<file path="src/logic/dec_out_pkg.sv">
// Package with register map, field layout and types for the decimation output formatter.
`default_nettype none
package dec_out_pkg;
    // Register byte offsets.
    localparam logic [7:0] CTRL_OFS    = 8'h00;
    localparam logic [7:0] LEVEL_OFS   = 8'h04;
    localparam logic [7:0] STATUS_OFS  = 8'h08;
    // Control field positions.
    localparam int CTRL_MULTI_BIT = 0;
    localparam int CTRL_TAG24_BIT = 1;
    localparam int CTRL_HALVE_BIT = 2;
    localparam int CTRL_OSC_BIT   = 3;
    localparam int CTRL_GNDIN_BIT = 4;
    localparam int CTRL_SHGND_BIT = 5;
    localparam int CTRL_RUN_BIT   = 6;
    localparam int CTRL_CPLX_BIT  = 7;
    localparam int CTRL_P16_BIT   = 8;
    // Reset values.
    localparam logic [8:0] CTRL_RESET  = 9'h000;
    localparam logic [4:0] LEVEL_RESET = 5'h00;
    // Decimation limits.
    localparam logic [4:0] LEVEL_MAX   = 5'h18;
    localparam logic [4:0] LEVEL_HALVE = 5'h17;
    // Tag layout.
    localparam int TAG_W       = 5;
    localparam int TAG24_LSB   = 8;

    typedef struct packed {
        logic       valid;
        logic [4:0] stage;
        logic [31:0] data;
    } sample_t;

    typedef struct packed {
        logic        valid;
        logic [31:0] word;
    } word_out_t;

    typedef struct packed {
        logic [8:0]  ctrl;
        logic [4:0]  data_level;
        logic [4:0]  trig_level;
        logic        running;
        logic        dropped_idle;
        logic        phase;
        logic        tag_pend;
        logic [4:0]  pend_tag;
        logic        hsel_d;
        logic        hwrite_d;
        logic [7:0]  haddr_d;
        logic [31:0] hrdata;
        word_out_t   out;
    } state_t;
endpackage
`default_nettype wire

</file>
<file path="src/logic/dec_out_cfg.sv">
// Decimation output configuration, tag formatting and AHB-Lite control registers.
//
// Local design decisions: the register addresses and the AHB-Lite register port.
`timescale 1ns/1ps
`default_nettype none
module dec_out_cfg
    import dec_out_pkg::*;
(
    // Clock and reset.
    input  wire  logic                  sys_clk,
    input  wire  logic                  rst_b,
    // AHB-Lite slave.
    input  wire  logic                  hsel,
    input  wire  logic [31:0]           haddr,
    input  wire  logic [1:0]            htrans,
    input  wire  logic                  hwrite,
    input  wire  logic [2:0]            hsize,
    input  wire  logic [31:0]           hwdata,
    input  wire  logic                  hready,
    output var   logic [31:0]           hrdata,
    output var   logic                  hreadyout,
    output var   logic                  hresp,
    // Sample stream from the cascade and formatted word stream out.
    input  wire  dec_out_pkg::sample_t  sample_in,
    output var   dec_out_pkg::word_out_t word_out,
    // Input path and clock selects, and the idle flag.
    output var   logic                  processing_clock_from_oscillator,
    output var   logic                  converter_input_grounded,
    output var   logic                  shield_to_chassis,
    output var   logic                  acq_idle
);
    import dec_out_pkg::*;

    state_t s_reg;
    state_t s_next;

    logic       multi_eff;
    logic       tag24;
    logic       wr_ctrl;
    logic       wr_level;
    logic [8:0] new_ctrl;
    logic       take_sample;

    // Clamp a level: never above 24, and never above 23 while halving.
    function automatic logic [4:0] clamp_level(input logic [4:0] lvl, input logic halve);
        logic [4:0] r;
        r = (lvl > LEVEL_MAX) ? LEVEL_MAX : lvl;
        if (halve && (r > LEVEL_HALVE))
        begin
            r = LEVEL_HALVE;
        end
        return r;
    endfunction

    // Place the tag into a 32-bit word per precision, type and position.
    function automatic logic [31:0] fmt_word(input logic [31:0] d, input logic [4:0] t,
                                             input logic p16, input logic cplx, input logic t24);
        logic [31:0] w;
        w = d;
        if (p16)
        begin
            w = cplx ? {d[31:16], d[15:5], t} : {d[31:16], 11'h000, t};
        end
        else if (!cplx)
        begin
            if (t24)
            begin
                w = {d[31:13], t, d[7:0]};
            end
            else
            begin
                w = {d[31:5], t};
            end
        end
        return w;
    endfunction

    assign hreadyout = 1'b1;
    assign hresp     = 1'b0;
    assign hrdata    = s_reg.hrdata;
    assign word_out  = s_reg.out;

    assign processing_clock_from_oscillator = s_reg.ctrl[CTRL_OSC_BIT];
    assign converter_input_grounded = s_reg.ctrl[CTRL_GNDIN_BIT];
    assign shield_to_chassis = s_reg.ctrl[CTRL_SHGND_BIT];
    assign acq_idle = !s_reg.running;

    assign multi_eff = s_reg.ctrl[CTRL_MULTI_BIT] && (s_reg.data_level == 5'h00);
    assign tag24     = s_reg.ctrl[CTRL_TAG24_BIT];
    assign wr_ctrl   = s_reg.hsel_d && s_reg.hwrite_d && (s_reg.haddr_d == CTRL_OFS);
    assign wr_level  = s_reg.hsel_d && s_reg.hwrite_d && (s_reg.haddr_d == LEVEL_OFS);
    assign new_ctrl  = hwdata[8:0];
    // A sample accepted this cycle with halving off; the checks below key on it.
    assign take_sample = s_reg.running && sample_in.valid && !s_reg.tag_pend && !s_reg.ctrl[CTRL_HALVE_BIT];

    // Next-state logic: bus, control and the formatting pipeline.
    always_comb
    begin
        s_next = s_reg;
        s_next.out.valid = 1'b0;
        s_next.hsel_d = hsel && hready && htrans[1];
        if (hsel && hready && htrans[1])
        begin
            s_next.hwrite_d = hwrite;
            s_next.haddr_d  = haddr[7:0];
        end
        if (wr_ctrl)
        begin
            s_next.ctrl    = new_ctrl;
            s_next.running = new_ctrl[CTRL_RUN_BIT];
            s_next.dropped_idle = 1'b0;
            if (s_reg.running && ((new_ctrl[CTRL_HALVE_BIT] != s_reg.ctrl[CTRL_HALVE_BIT]) ||
                                  (new_ctrl[CTRL_TAG24_BIT] != s_reg.ctrl[CTRL_TAG24_BIT])))
            begin
                s_next.running = 1'b0;
                s_next.ctrl[CTRL_RUN_BIT] = 1'b0;
                s_next.dropped_idle = 1'b1;
            end
            s_next.data_level = clamp_level(s_reg.data_level, new_ctrl[CTRL_HALVE_BIT]);
            s_next.trig_level = clamp_level(s_reg.trig_level, new_ctrl[CTRL_HALVE_BIT]);
            s_next.phase = 1'b0;
        end
        else if (wr_level)
        begin
            s_next.data_level = clamp_level(hwdata[4:0], s_reg.ctrl[CTRL_HALVE_BIT]);
            s_next.trig_level = clamp_level(hwdata[12:8], s_reg.ctrl[CTRL_HALVE_BIT]);
        end
        // Read data for the next data phase; unmapped reads return zero.
        s_next.hrdata = 32'h0000_0000;
        if (hsel && hready && htrans[1] && !hwrite)
        begin
            case (haddr[7:0])
                CTRL_OFS:   s_next.hrdata = {23'h0, s_next.ctrl};
                LEVEL_OFS:  s_next.hrdata = {19'h0, s_next.trig_level, 3'h0, s_next.data_level};
                STATUS_OFS: s_next.hrdata = {30'h0, s_next.dropped_idle, s_next.running};
                default:    s_next.hrdata = 32'h0000_0000;
            endcase
        end
        if (s_reg.tag_pend)
        begin
            s_next.out.valid = 1'b1;
            s_next.out.word  = {27'h0, s_reg.pend_tag};
            s_next.tag_pend  = 1'b0;
        end
        else if (s_reg.running && sample_in.valid)
        begin
            // identical results on either clock, same datapath
            if (s_reg.ctrl[CTRL_HALVE_BIT])
            begin
                s_next.phase = !s_reg.phase;
            end
            // forward every sample when not halving; a sample that arrives while a tag word is pending is dropped
            if (!s_reg.ctrl[CTRL_HALVE_BIT] || !s_reg.phase)
            begin
                s_next.out.valid = 1'b1;
                if (multi_eff)
                begin
                    // overwrite five data bits at 32-bit real; 32-bit complex passes unchanged
                    s_next.out.word = fmt_word(sample_in.data, sample_in.stage,
                                               s_reg.ctrl[CTRL_P16_BIT], s_reg.ctrl[CTRL_CPLX_BIT], tag24);
                    if (s_reg.ctrl[CTRL_P16_BIT])
                    begin
                        s_next.tag_pend = 1'b1;
                        s_next.pend_tag = sample_in.stage;
                    end
                end
                else
                begin
                    s_next.out.word = sample_in.data;
                end
            end
        end
    end

    // State register.
    always_ff @(posedge sys_clk or negedge rst_b)
    begin
        if (!rst_b)
        begin
            s_reg <= '0;
        end
        else
        begin
            s_reg <= s_next;
        end
    end

    a_level_cap: assert property (@(posedge sys_clk) disable iff (!rst_b)
        (s_reg.data_level <= LEVEL_MAX) && (s_reg.trig_level <= LEVEL_MAX))
        else $error("level above cap");

    a_halve_level: assert property (@(posedge sys_clk) disable iff (!rst_b)
        s_reg.ctrl[CTRL_HALVE_BIT] |-> ((s_reg.data_level <= LEVEL_HALVE) && (s_reg.trig_level <= LEVEL_HALVE)))
        else $error("halving level high");

    a_idle_drop: assert property (@(posedge sys_clk) disable iff (!rst_b)
        (wr_ctrl && s_reg.running && ((new_ctrl[CTRL_TAG24_BIT] != tag24) ||
         (new_ctrl[CTRL_HALVE_BIT] != s_reg.ctrl[CTRL_HALVE_BIT]))) |=> (!s_reg.running && s_reg.dropped_idle))
        else $error("no idle drop");

    a_tag_word: assert property (@(posedge sys_clk) disable iff (!rst_b)
        s_reg.tag_pend |=> (s_reg.out.valid && (s_reg.out.word[31:5] == 27'h0)))
        else $error("tag word missing");

    a_tag_follow: assert property (@(posedge sys_clk) disable iff (!rst_b)
        (take_sample && multi_eff && s_reg.ctrl[CTRL_P16_BIT])
        |-> ##2 (s_reg.out.valid && (s_reg.out.word == {27'h0, $past(sample_in.stage, 2)})))
        else $error("tag word late");

    a_halve_rate: assert property (@(posedge sys_clk) disable iff (!rst_b)
        (s_reg.running && s_reg.ctrl[CTRL_HALVE_BIT] && !s_reg.ctrl[CTRL_MULTI_BIT] && s_reg.out.valid)
        |=> !s_reg.out.valid)
        else $error("halving passed adjacent");

    a_untagged: assert property (@(posedge sys_clk) disable iff (!rst_b)
        (take_sample && !multi_eff && !wr_ctrl)
        |=> (s_reg.out.valid && (s_reg.out.word == $past(sample_in.data))))
        else $error("untagged mismatch");

    a_tag_low: assert property (@(posedge sys_clk) disable iff (!rst_b)
        (take_sample && multi_eff && !tag24 && !s_reg.ctrl[CTRL_P16_BIT] && !s_reg.ctrl[CTRL_CPLX_BIT])
        |=> (s_reg.out.word == {$past(sample_in.data[31:5]), $past(sample_in.stage)}))
        else $error("tag low wrong");

    a_tag_upper: assert property (@(posedge sys_clk) disable iff (!rst_b)
        (take_sample && multi_eff && tag24 && !s_reg.ctrl[CTRL_P16_BIT] && !s_reg.ctrl[CTRL_CPLX_BIT])
        |=> (s_reg.out.word == {$past(sample_in.data[31:13]), $past(sample_in.stage), $past(sample_in.data[7:0])}))
        else $error("tag upper wrong");

    a_tag_lsb: assert property (@(posedge sys_clk) disable iff (!rst_b)
        (take_sample && multi_eff && !tag24 && !(s_reg.ctrl[CTRL_CPLX_BIT] && !s_reg.ctrl[CTRL_P16_BIT]))
        |=> (s_reg.out.word[4:0] == $past(sample_in.stage)))
        else $error("tag lsb wrong");

    a_tag_overwrite: assert property (@(posedge sys_clk) disable iff (!rst_b)
        (take_sample && multi_eff && !s_reg.ctrl[CTRL_P16_BIT])
        |=> ($countones(s_reg.out.word ^ $past(sample_in.data)) <= 5))
        else $error("too many bits changed");

    a_p16_real: assert property (@(posedge sys_clk) disable iff (!rst_b)
        (take_sample && multi_eff && s_reg.ctrl[CTRL_P16_BIT] && !s_reg.ctrl[CTRL_CPLX_BIT])
        |=> (s_reg.out.word == {$past(sample_in.data[31:16]), 11'h0, $past(sample_in.stage)}))
        else $error("real 16-bit layout wrong");

    a_p16_cplx: assert property (@(posedge sys_clk) disable iff (!rst_b)
        (take_sample && multi_eff && s_reg.ctrl[CTRL_P16_BIT] && s_reg.ctrl[CTRL_CPLX_BIT])
        |=> (s_reg.out.word == {$past(sample_in.data[31:5]), $past(sample_in.stage)}))
        else $error("complex 16-bit layout wrong");

    a_stage_out: assert property (@(posedge sys_clk) disable iff (!rst_b)
        (take_sample && multi_eff)
        |=> s_reg.out.valid)
        else $error("stage sample lost");

    a_tag_reset: assert property (@(posedge sys_clk)
        $rose(rst_b) |-> (!s_reg.ctrl[CTRL_TAG24_BIT] && !s_reg.running))
        else $error("tag position not default");

    a_every_sample: assert property (@(posedge sys_clk) disable iff (!rst_b)
        take_sample
        |=> s_reg.out.valid)
        else $error("sample not forwarded");

    a_multi_gate: assert property (@(posedge sys_clk) disable iff (!rst_b)
        (take_sample && (s_reg.data_level != 5'h00))
        |=> (s_reg.out.word == $past(sample_in.data)))
        else $error("tag at nonzero level");

    a_osc_sel: assert property (@(posedge sys_clk) disable iff (!rst_b)
        wr_ctrl
        |=> (processing_clock_from_oscillator == $past(new_ctrl[CTRL_OSC_BIT])))
        else $error("clock select wrong");

    a_input_sel: assert property (@(posedge sys_clk) disable iff (!rst_b)
        wr_ctrl
        |=> (converter_input_grounded == $past(new_ctrl[CTRL_GNDIN_BIT])))
        else $error("input select wrong");

    a_shield_sel: assert property (@(posedge sys_clk) disable iff (!rst_b)
        wr_ctrl
        |=> (shield_to_chassis == $past(new_ctrl[CTRL_SHGND_BIT])))
        else $error("shield select wrong");

    a_clock_same: assert property (@(posedge sys_clk) disable iff (!rst_b)
        (take_sample && s_reg.ctrl[CTRL_OSC_BIT] && !multi_eff)
        |=> (s_reg.out.word == $past(sample_in.data)))
        else $error("oscillator changed data");
endmodule
`default_nettype wire

</file>
<file path="config.mk">
export PLATFORM = sky130hd
export DESIGN_NAME = dec_out_cfg
export DESIGN_NICKNAME = d
export VERILOG_FILES = /design/src/logic/dec_out_pkg.sv /design/src/logic/dec_out_cfg.sv
export SDC_FILE = /design/constraint.sdc
export NUM_CORES = 1
export LEC_CHECK = 0
export BUFFER_PORTS_ARGS = -buffer_cell sky130_fd_sc_hd__buf_4
export CELL_PAD_IN_SITES_DETAIL_PLACEMENT = 1
export CELL_PAD_IN_SITES_GLOBAL_PLACEMENT = 2
export CORE_ASPECT_RATIO = 0.75
export CORE_UTILIZATION = 28
export DETAILED_ROUTE_END_ITERATION = 10
export GPL_ROUTABILITY_DRIVEN = 0
export PLACE_DENSITY = 0.79
export SYNTH_ARGS = -nofsm -noshare
export SYNTH_HDL_FRONTEND = slang
export SYNTH_SLANG_ARGS = --single-unit
</file>
<file path="constraint.sdc">
create_clock -name sys_clk -period 2.77 [get_ports sys_clk]
set_clock_uncertainty 0.15 [all_clocks]
set_input_delay 0.4155 -clock sys_clk [delete_from_list [all_inputs] [get_ports sys_clk]]
set_output_delay 0.4155 -clock sys_clk [all_outputs]
set_load 0.01 [all_outputs]
</file>
==> results of run 1 <==
[metrics by stage]
stage	std cells	util (%)	cell area, µm²	total power [µW]	setup slack [ps]
after detailed placement	658	33.8	4880	1960	362
after global placement	658	33.8	4880	1930	375
after floorplan	412	-	4220	1770	481
after CTS	675	35.9	5190	3170	357
after global routing	675	35.9	5190	3280	238
final	675	35.9	5190	3110	355
[area by class of cell]
cell class	instances	area, µm²
clock buffer	9	225
timing repair buffer	128	976
multi-input combinational	242	1550
tap	200	250
sequential	84	2100
inverter	5	18.8
clock inverter	7	67.6
fill	1677	9270
[worst min-delay path by stage]
stage / slack (ps) / cells after the start / from / endpoint
6_report: 140 / 2 / sample_in[14] / word_out[14]
5_1_grt: 130 / 2 / sample_in[13] / word_out[13]
4_1_cts: 120 / 2 / sample_in[14] / word_out[14]
3_5_place_dp: 260 / 1 / rst_b / hrdata[12]
3_3_place_gp: 240 / 1 / rst_b / hrdata[12]
2_1_floorplan: -30 / 0 / rst_b / converter_input_grounded
[kinds of logic (layout without fill, tap and decap cells)]
kind of cell,Yosys count,after routing,share of synthesized area [%]
flops,84,84,50.6
xor+xnor,2,2,0.422
compound gates,78,78,13.1
mux,31,31,8.23
other cells,2,21,0.181
simple gates,110,110,13.6
buf+inv,86,149,13.9
[power groups by stage]
stage | Clock, µW | Sequential [µW] | Combinational (µW)
after global routing | 1280 | 1440 | 555
after detailed placement | 0 | 1450 | 509
final | 1190 | 1430 | 500
after global placement | 0 | 1440 | 494
after floorplan | 0 | 1410 | 359
after CTS | 1230 | 1430 | 511
[critical path: stages, from the launching register on]
cell and delay, ps:
dfrtp_1 390, or4bb_1 650, nor4_1 370, buf_4 190
nor2_1 40, o221a_2 250, a22o_1 250
[cells in the final DEF, fill, tap and decap left out, types with 3 or more instances in the layout]
master     netlist  routed
nor2_1          17      17
dfrtp_1         84      84
a22o_1          14      14
mux2i_1          6       6
buf_4           67     126
and2_1           8       8
nand2_1         46      46
and3_1           3       3
nor4_1           3       3
nor3_1           4       4
inv_1            5       5
nand3_1          8       8
o21ai_0          7       7
conb_1           2      21
nand4b_1         3       3
o22a_1           5       5
clkbuf_16        0       9
nand2b_1         6       6
mux2_2          25      25
a21oi_1         27      27
nand4_1          3       3
o221a_2          3       3
a21o_1           6       6
a211oi_1         8       8
clkinv_2         0       4
[timing repair]
| item | 4_1_cts | 5_1_grt |
|---|---|---|
| resized for setup | 0 | 0 |
| hold endpoints to repair | 33 | 0 |
| hold buffers | 1 | 0 |
[metal layers]
metal  share of wire, %  vias to the layer above  GRT usage (%)
met5                  0                        -              0
met4                1.1                        0           4.92
met3                4.5                        9           2.89
met2                 47                       80           23.1
met1                 48                     1519           19.6
li1                   -                     1438              -
==> run metrics, run 1 <==
Max H-tree Level 3; most area-consuming cells after synthesis dfrtp_1 (51%), buf_4 (12%), mux2_2 (6.8%); Setup crit end hrdata[8]; DIE WIDTH 143 µm; Clk pwr share 38.1%; gr usage total 14.5%; Max-Cap Viols 0; Detail Route Antenna Nets 0; cell taking the most area after synthesis dfrtp_1; critical-path maximum fanout 3; worst hold slack 141 ps; period utilisation layout 87.2%; post-synth top area share 50.6%; post-synth cell types 41; CTS tree yes; Critical Path Source Type flip-flop; global route total overflow 0; Post-synth EDFFs 0; layout cells sized above 1 36.8%; Mapped Avg Cell Area 10.6 µm²; routed len/inst 15.7 µm; core area 14500 µm²; leakage 0.00254 µW; final setup vio count 0; Clock Tree Root clkbuf_16; asr flop ratio synth 100%; Sw Pwr 828 µW; Commonest cells post-synth dfrtp_1 (84), buf_4 (67), nand2_1 (46), a21oi_1 (27), mux2_2 (25); f_max 414 MHz; Area Growth Syn to Fin 24.9%; Setup TNS 0 ps; mapped cell area 4150 µm²; Crit. End Element flip-flop; router iterations before antenna repair 4; yosys warns 0; worst-skew pair later-pin latency 340 ps; Worst R2R Start s_reg[71]; CTS max path bufs 2; most frequent cell after synthesis dfrtp_1; Comb pwr share 16.1%; status finished, final reports clean; maximum vdd ir drop 0.000277 V; WP data arrival 2480 ps; synthesis-stage register bit count 84; RSZ-0062 raised after global routing false; DR DRC count 0; die area 15300 µm²; switching share of power 26.6%; vias per inst 4.51; P_int 2280 µW; reg2reg setup slack 360 ps; vias after detailed routing 3046; initial DRC count 101; number of global-route vias before repair 3220; Chip Height 107 µm; Final Hold Fails 0; Power per Cell Area 600 nW/µm²; CP startpoint s_reg[71]; Final Slew Violations 0; Final nets 582; Worst Path Required 2830 ps; power share of the sequential group 45.8%; Post-CTS Setup Repair Bufs 0; top_reg_cell synth dfrtp_1; antenna violations before repair 0; Clock Sinks 84; min-delay worst type input port to flip-flop; IO buf count 114; WL final 10.6 mm; Clk pin slew, worst setup/hold paths 60 ps; ant diodes 0; reg2reg end hrdata[8]; slew at the pin closest to its max-slew limit 712 ps; max reg flops 35; largest net degree at the start of global routing 52; worst setup path class flip-flop to flip-flop; Reg2Reg Depth 6; cell row count 38; Synth Instances 393; Ports 183; first-pass GRT wire length 16.9 mm; register area share after synthesis 50.6%; relative slew slack 52.3%; Initial Util 28.7%; CTS Buf Count 9; fin crit period 2410 ps; detailed placement HPWL 7.88 mm
No activity file was read; power rests on OpenSTA's default activity.
==> run 2, diff against run 1 <==
- REMOVE_ABC_BUFFERS: unset -> 1
==> run 2 against run 1 <==
  * Final cell count decreased by 0.30%
  * Highest routed layer unchanged
  * Largest cell class unchanged
  * Maximum frequency is 1.9% higher
  * Largest power group unchanged
  * Worst hold slack worse by 130 ps
==> run metrics, run 2 (same netlist as run 1, synthesis figures left out) <==
antenna violations before repair 0; leakage 0.00252 µW; vias after detailed routing 3042; Finished Core Util 35.6%; largest net degree at the start of global routing 64; Worst Path Required 2840 ps; router iterations before antenna repair 4; Ports 183; worst path cell trace or4bb_1 -> nor3_2 -> buf_4 -> nand3_1 -> o221a_2 -> and2_1; most frequent cells in the layout buf_4 (127), dfrtp_1 (84), nand2_1 (46), a21oi_1 (27), mux2_2 (25); WL final 10.6 mm; die area 15300 µm²; Area Growth Syn to Fin 23.8%; Clock Tree Root clkbuf_16; layout cells sized above 1 36.4%; status finished, final reports clean; DR DRC count 0; f_max 422 MHz; Initial Util 28.7%; cell row count 38; gr usage total 14.9%; maximum vdd ir drop 0.000316 V; commonest non-fill, non-tap cell in the layout buf_4; Power per Cell Area 591 nW/µm²; Critical Path Source Type flip-flop; Detail Route Antenna Nets 0; Chip Height 107 µm; min-delay worst type input port to async pin; first-pass GRT wire length 17.3 mm; detailed placement HPWL 7.92 mm; slew at the pin closest to its max-slew limit 832 ps; Max-Cap Viols 0; CTS tree yes; number of global-route vias before repair 3265; post-cts gate resize count 0; core area 14500 µm²; met3 usage 3.87%; GRT busiest layer met2; CTS Buf Count 9; fin crit period 2370 ps; routed len/inst 15.8 µm; # hold bufs at CTS 0; Final Hold Fails 0; CTS max path bufs 2; WP data arrival 2440 ps; DIE WIDTH 143 µm; Final nets 581; Critical Path Max Stage Delay 610 ps; RSZ-0062 raised after global routing false; max reg flops 35; Post-CTS Setup Repair Bufs 0; period utilisation layout 85.5%; Clk pin slew, worst setup/hold paths 60 ps; worst-skew pair later-pin latency 340 ps; global route total overflow 0; IO buf count 114; final setup vio count 0; ant diodes 0; Crit. End Element flip-flop; Final Slew Violations 0; initial DRC count 110; met1 Usage GRT 19.7%; Setup TNS 0 ps; critical-path maximum fanout 5; Clock Sinks 84; relative slew slack 44.5%; Crit-path slowest cell or4bb_1; met2 GRT Util 23.3%; vias per inst 4.52; worst setup path class flip-flop to flip-flop; Max H-tree Level 3
==> run 2: changes by cell type in the layout (fill, tap and decap cells not counted) <==
cell           change
buf_12             -1
buf_4              +1
bufinv_16          -1
clkbuf_1           +2
clkbuf_8           +2
clkinv_2           -2
clkinv_4           -2
dlygate4sd3_1      -1
==> run 2: layout make-up <==
cell class                      count  area [µm²]
Multi-Input combinational cell    242        1550
Sequential cell                    84        2100
Tap cell                          200         250
Inverter                            5        18.8
Timing Repair Buffer              127         953
Fill cell                        1663        9310
Clock inverter                      2        10.0
Clock buffer                       13         260
==> run 2: critical path, delay by kind of cell (launching register included) <==
family,cells,cell delay [ps]
buf+inv,1,210
compound gates,1,290
flops,1,390
simple gates,4,1210
==> run 2: metrics by stage <==
stage	worst slack (ps)	cell area, µm²	hold WS, ps	total power (µW)	std cells
5_1_grt	287	5140	103	3210	673
3_5_place_dp	394	4870	301	1950	658
4_1_cts	398	5140	62.5	3100	673
3_3_place_gp	417	4870	293	1930	658
2_1_floorplan	480	3670	-30.1	1660	331
6_report	401	5140	7.94	3040	673
==> run 2: worst paths after layout <==
path / start / endpoint / slack [ps] / cells past startpoint
hold / removal: rst_b / s_reg[66] / 8 / 1
max in group asynchronous: rst_b / word_out[1] / 1740 / 2
setup reg to reg: s_reg[71] / hrdata[9] / 400 / 6
hold reg to reg: s_reg[100] / s_reg[100] / 310 / 2
min in group sys_clk: sample_in[13] / word_out[13] / 140 / 2
setup / recovery: s_reg[71] / hrdata[9] / 400 / 6
==> run 2: metal layers <==
metal,share of wire [%],vias to the layer above
met5,0,-
met3,4.8,9
met4,1.4,0
met1,47,1509
li1,-,1436
met2,47,88
==> run 2: where the power goes <==
part	switching, µW	leakage, µW	internal, µW
Sequential	92.1	0.00106	1330
Clock	468	0.000135	649
Combinational	243	0.00132	253
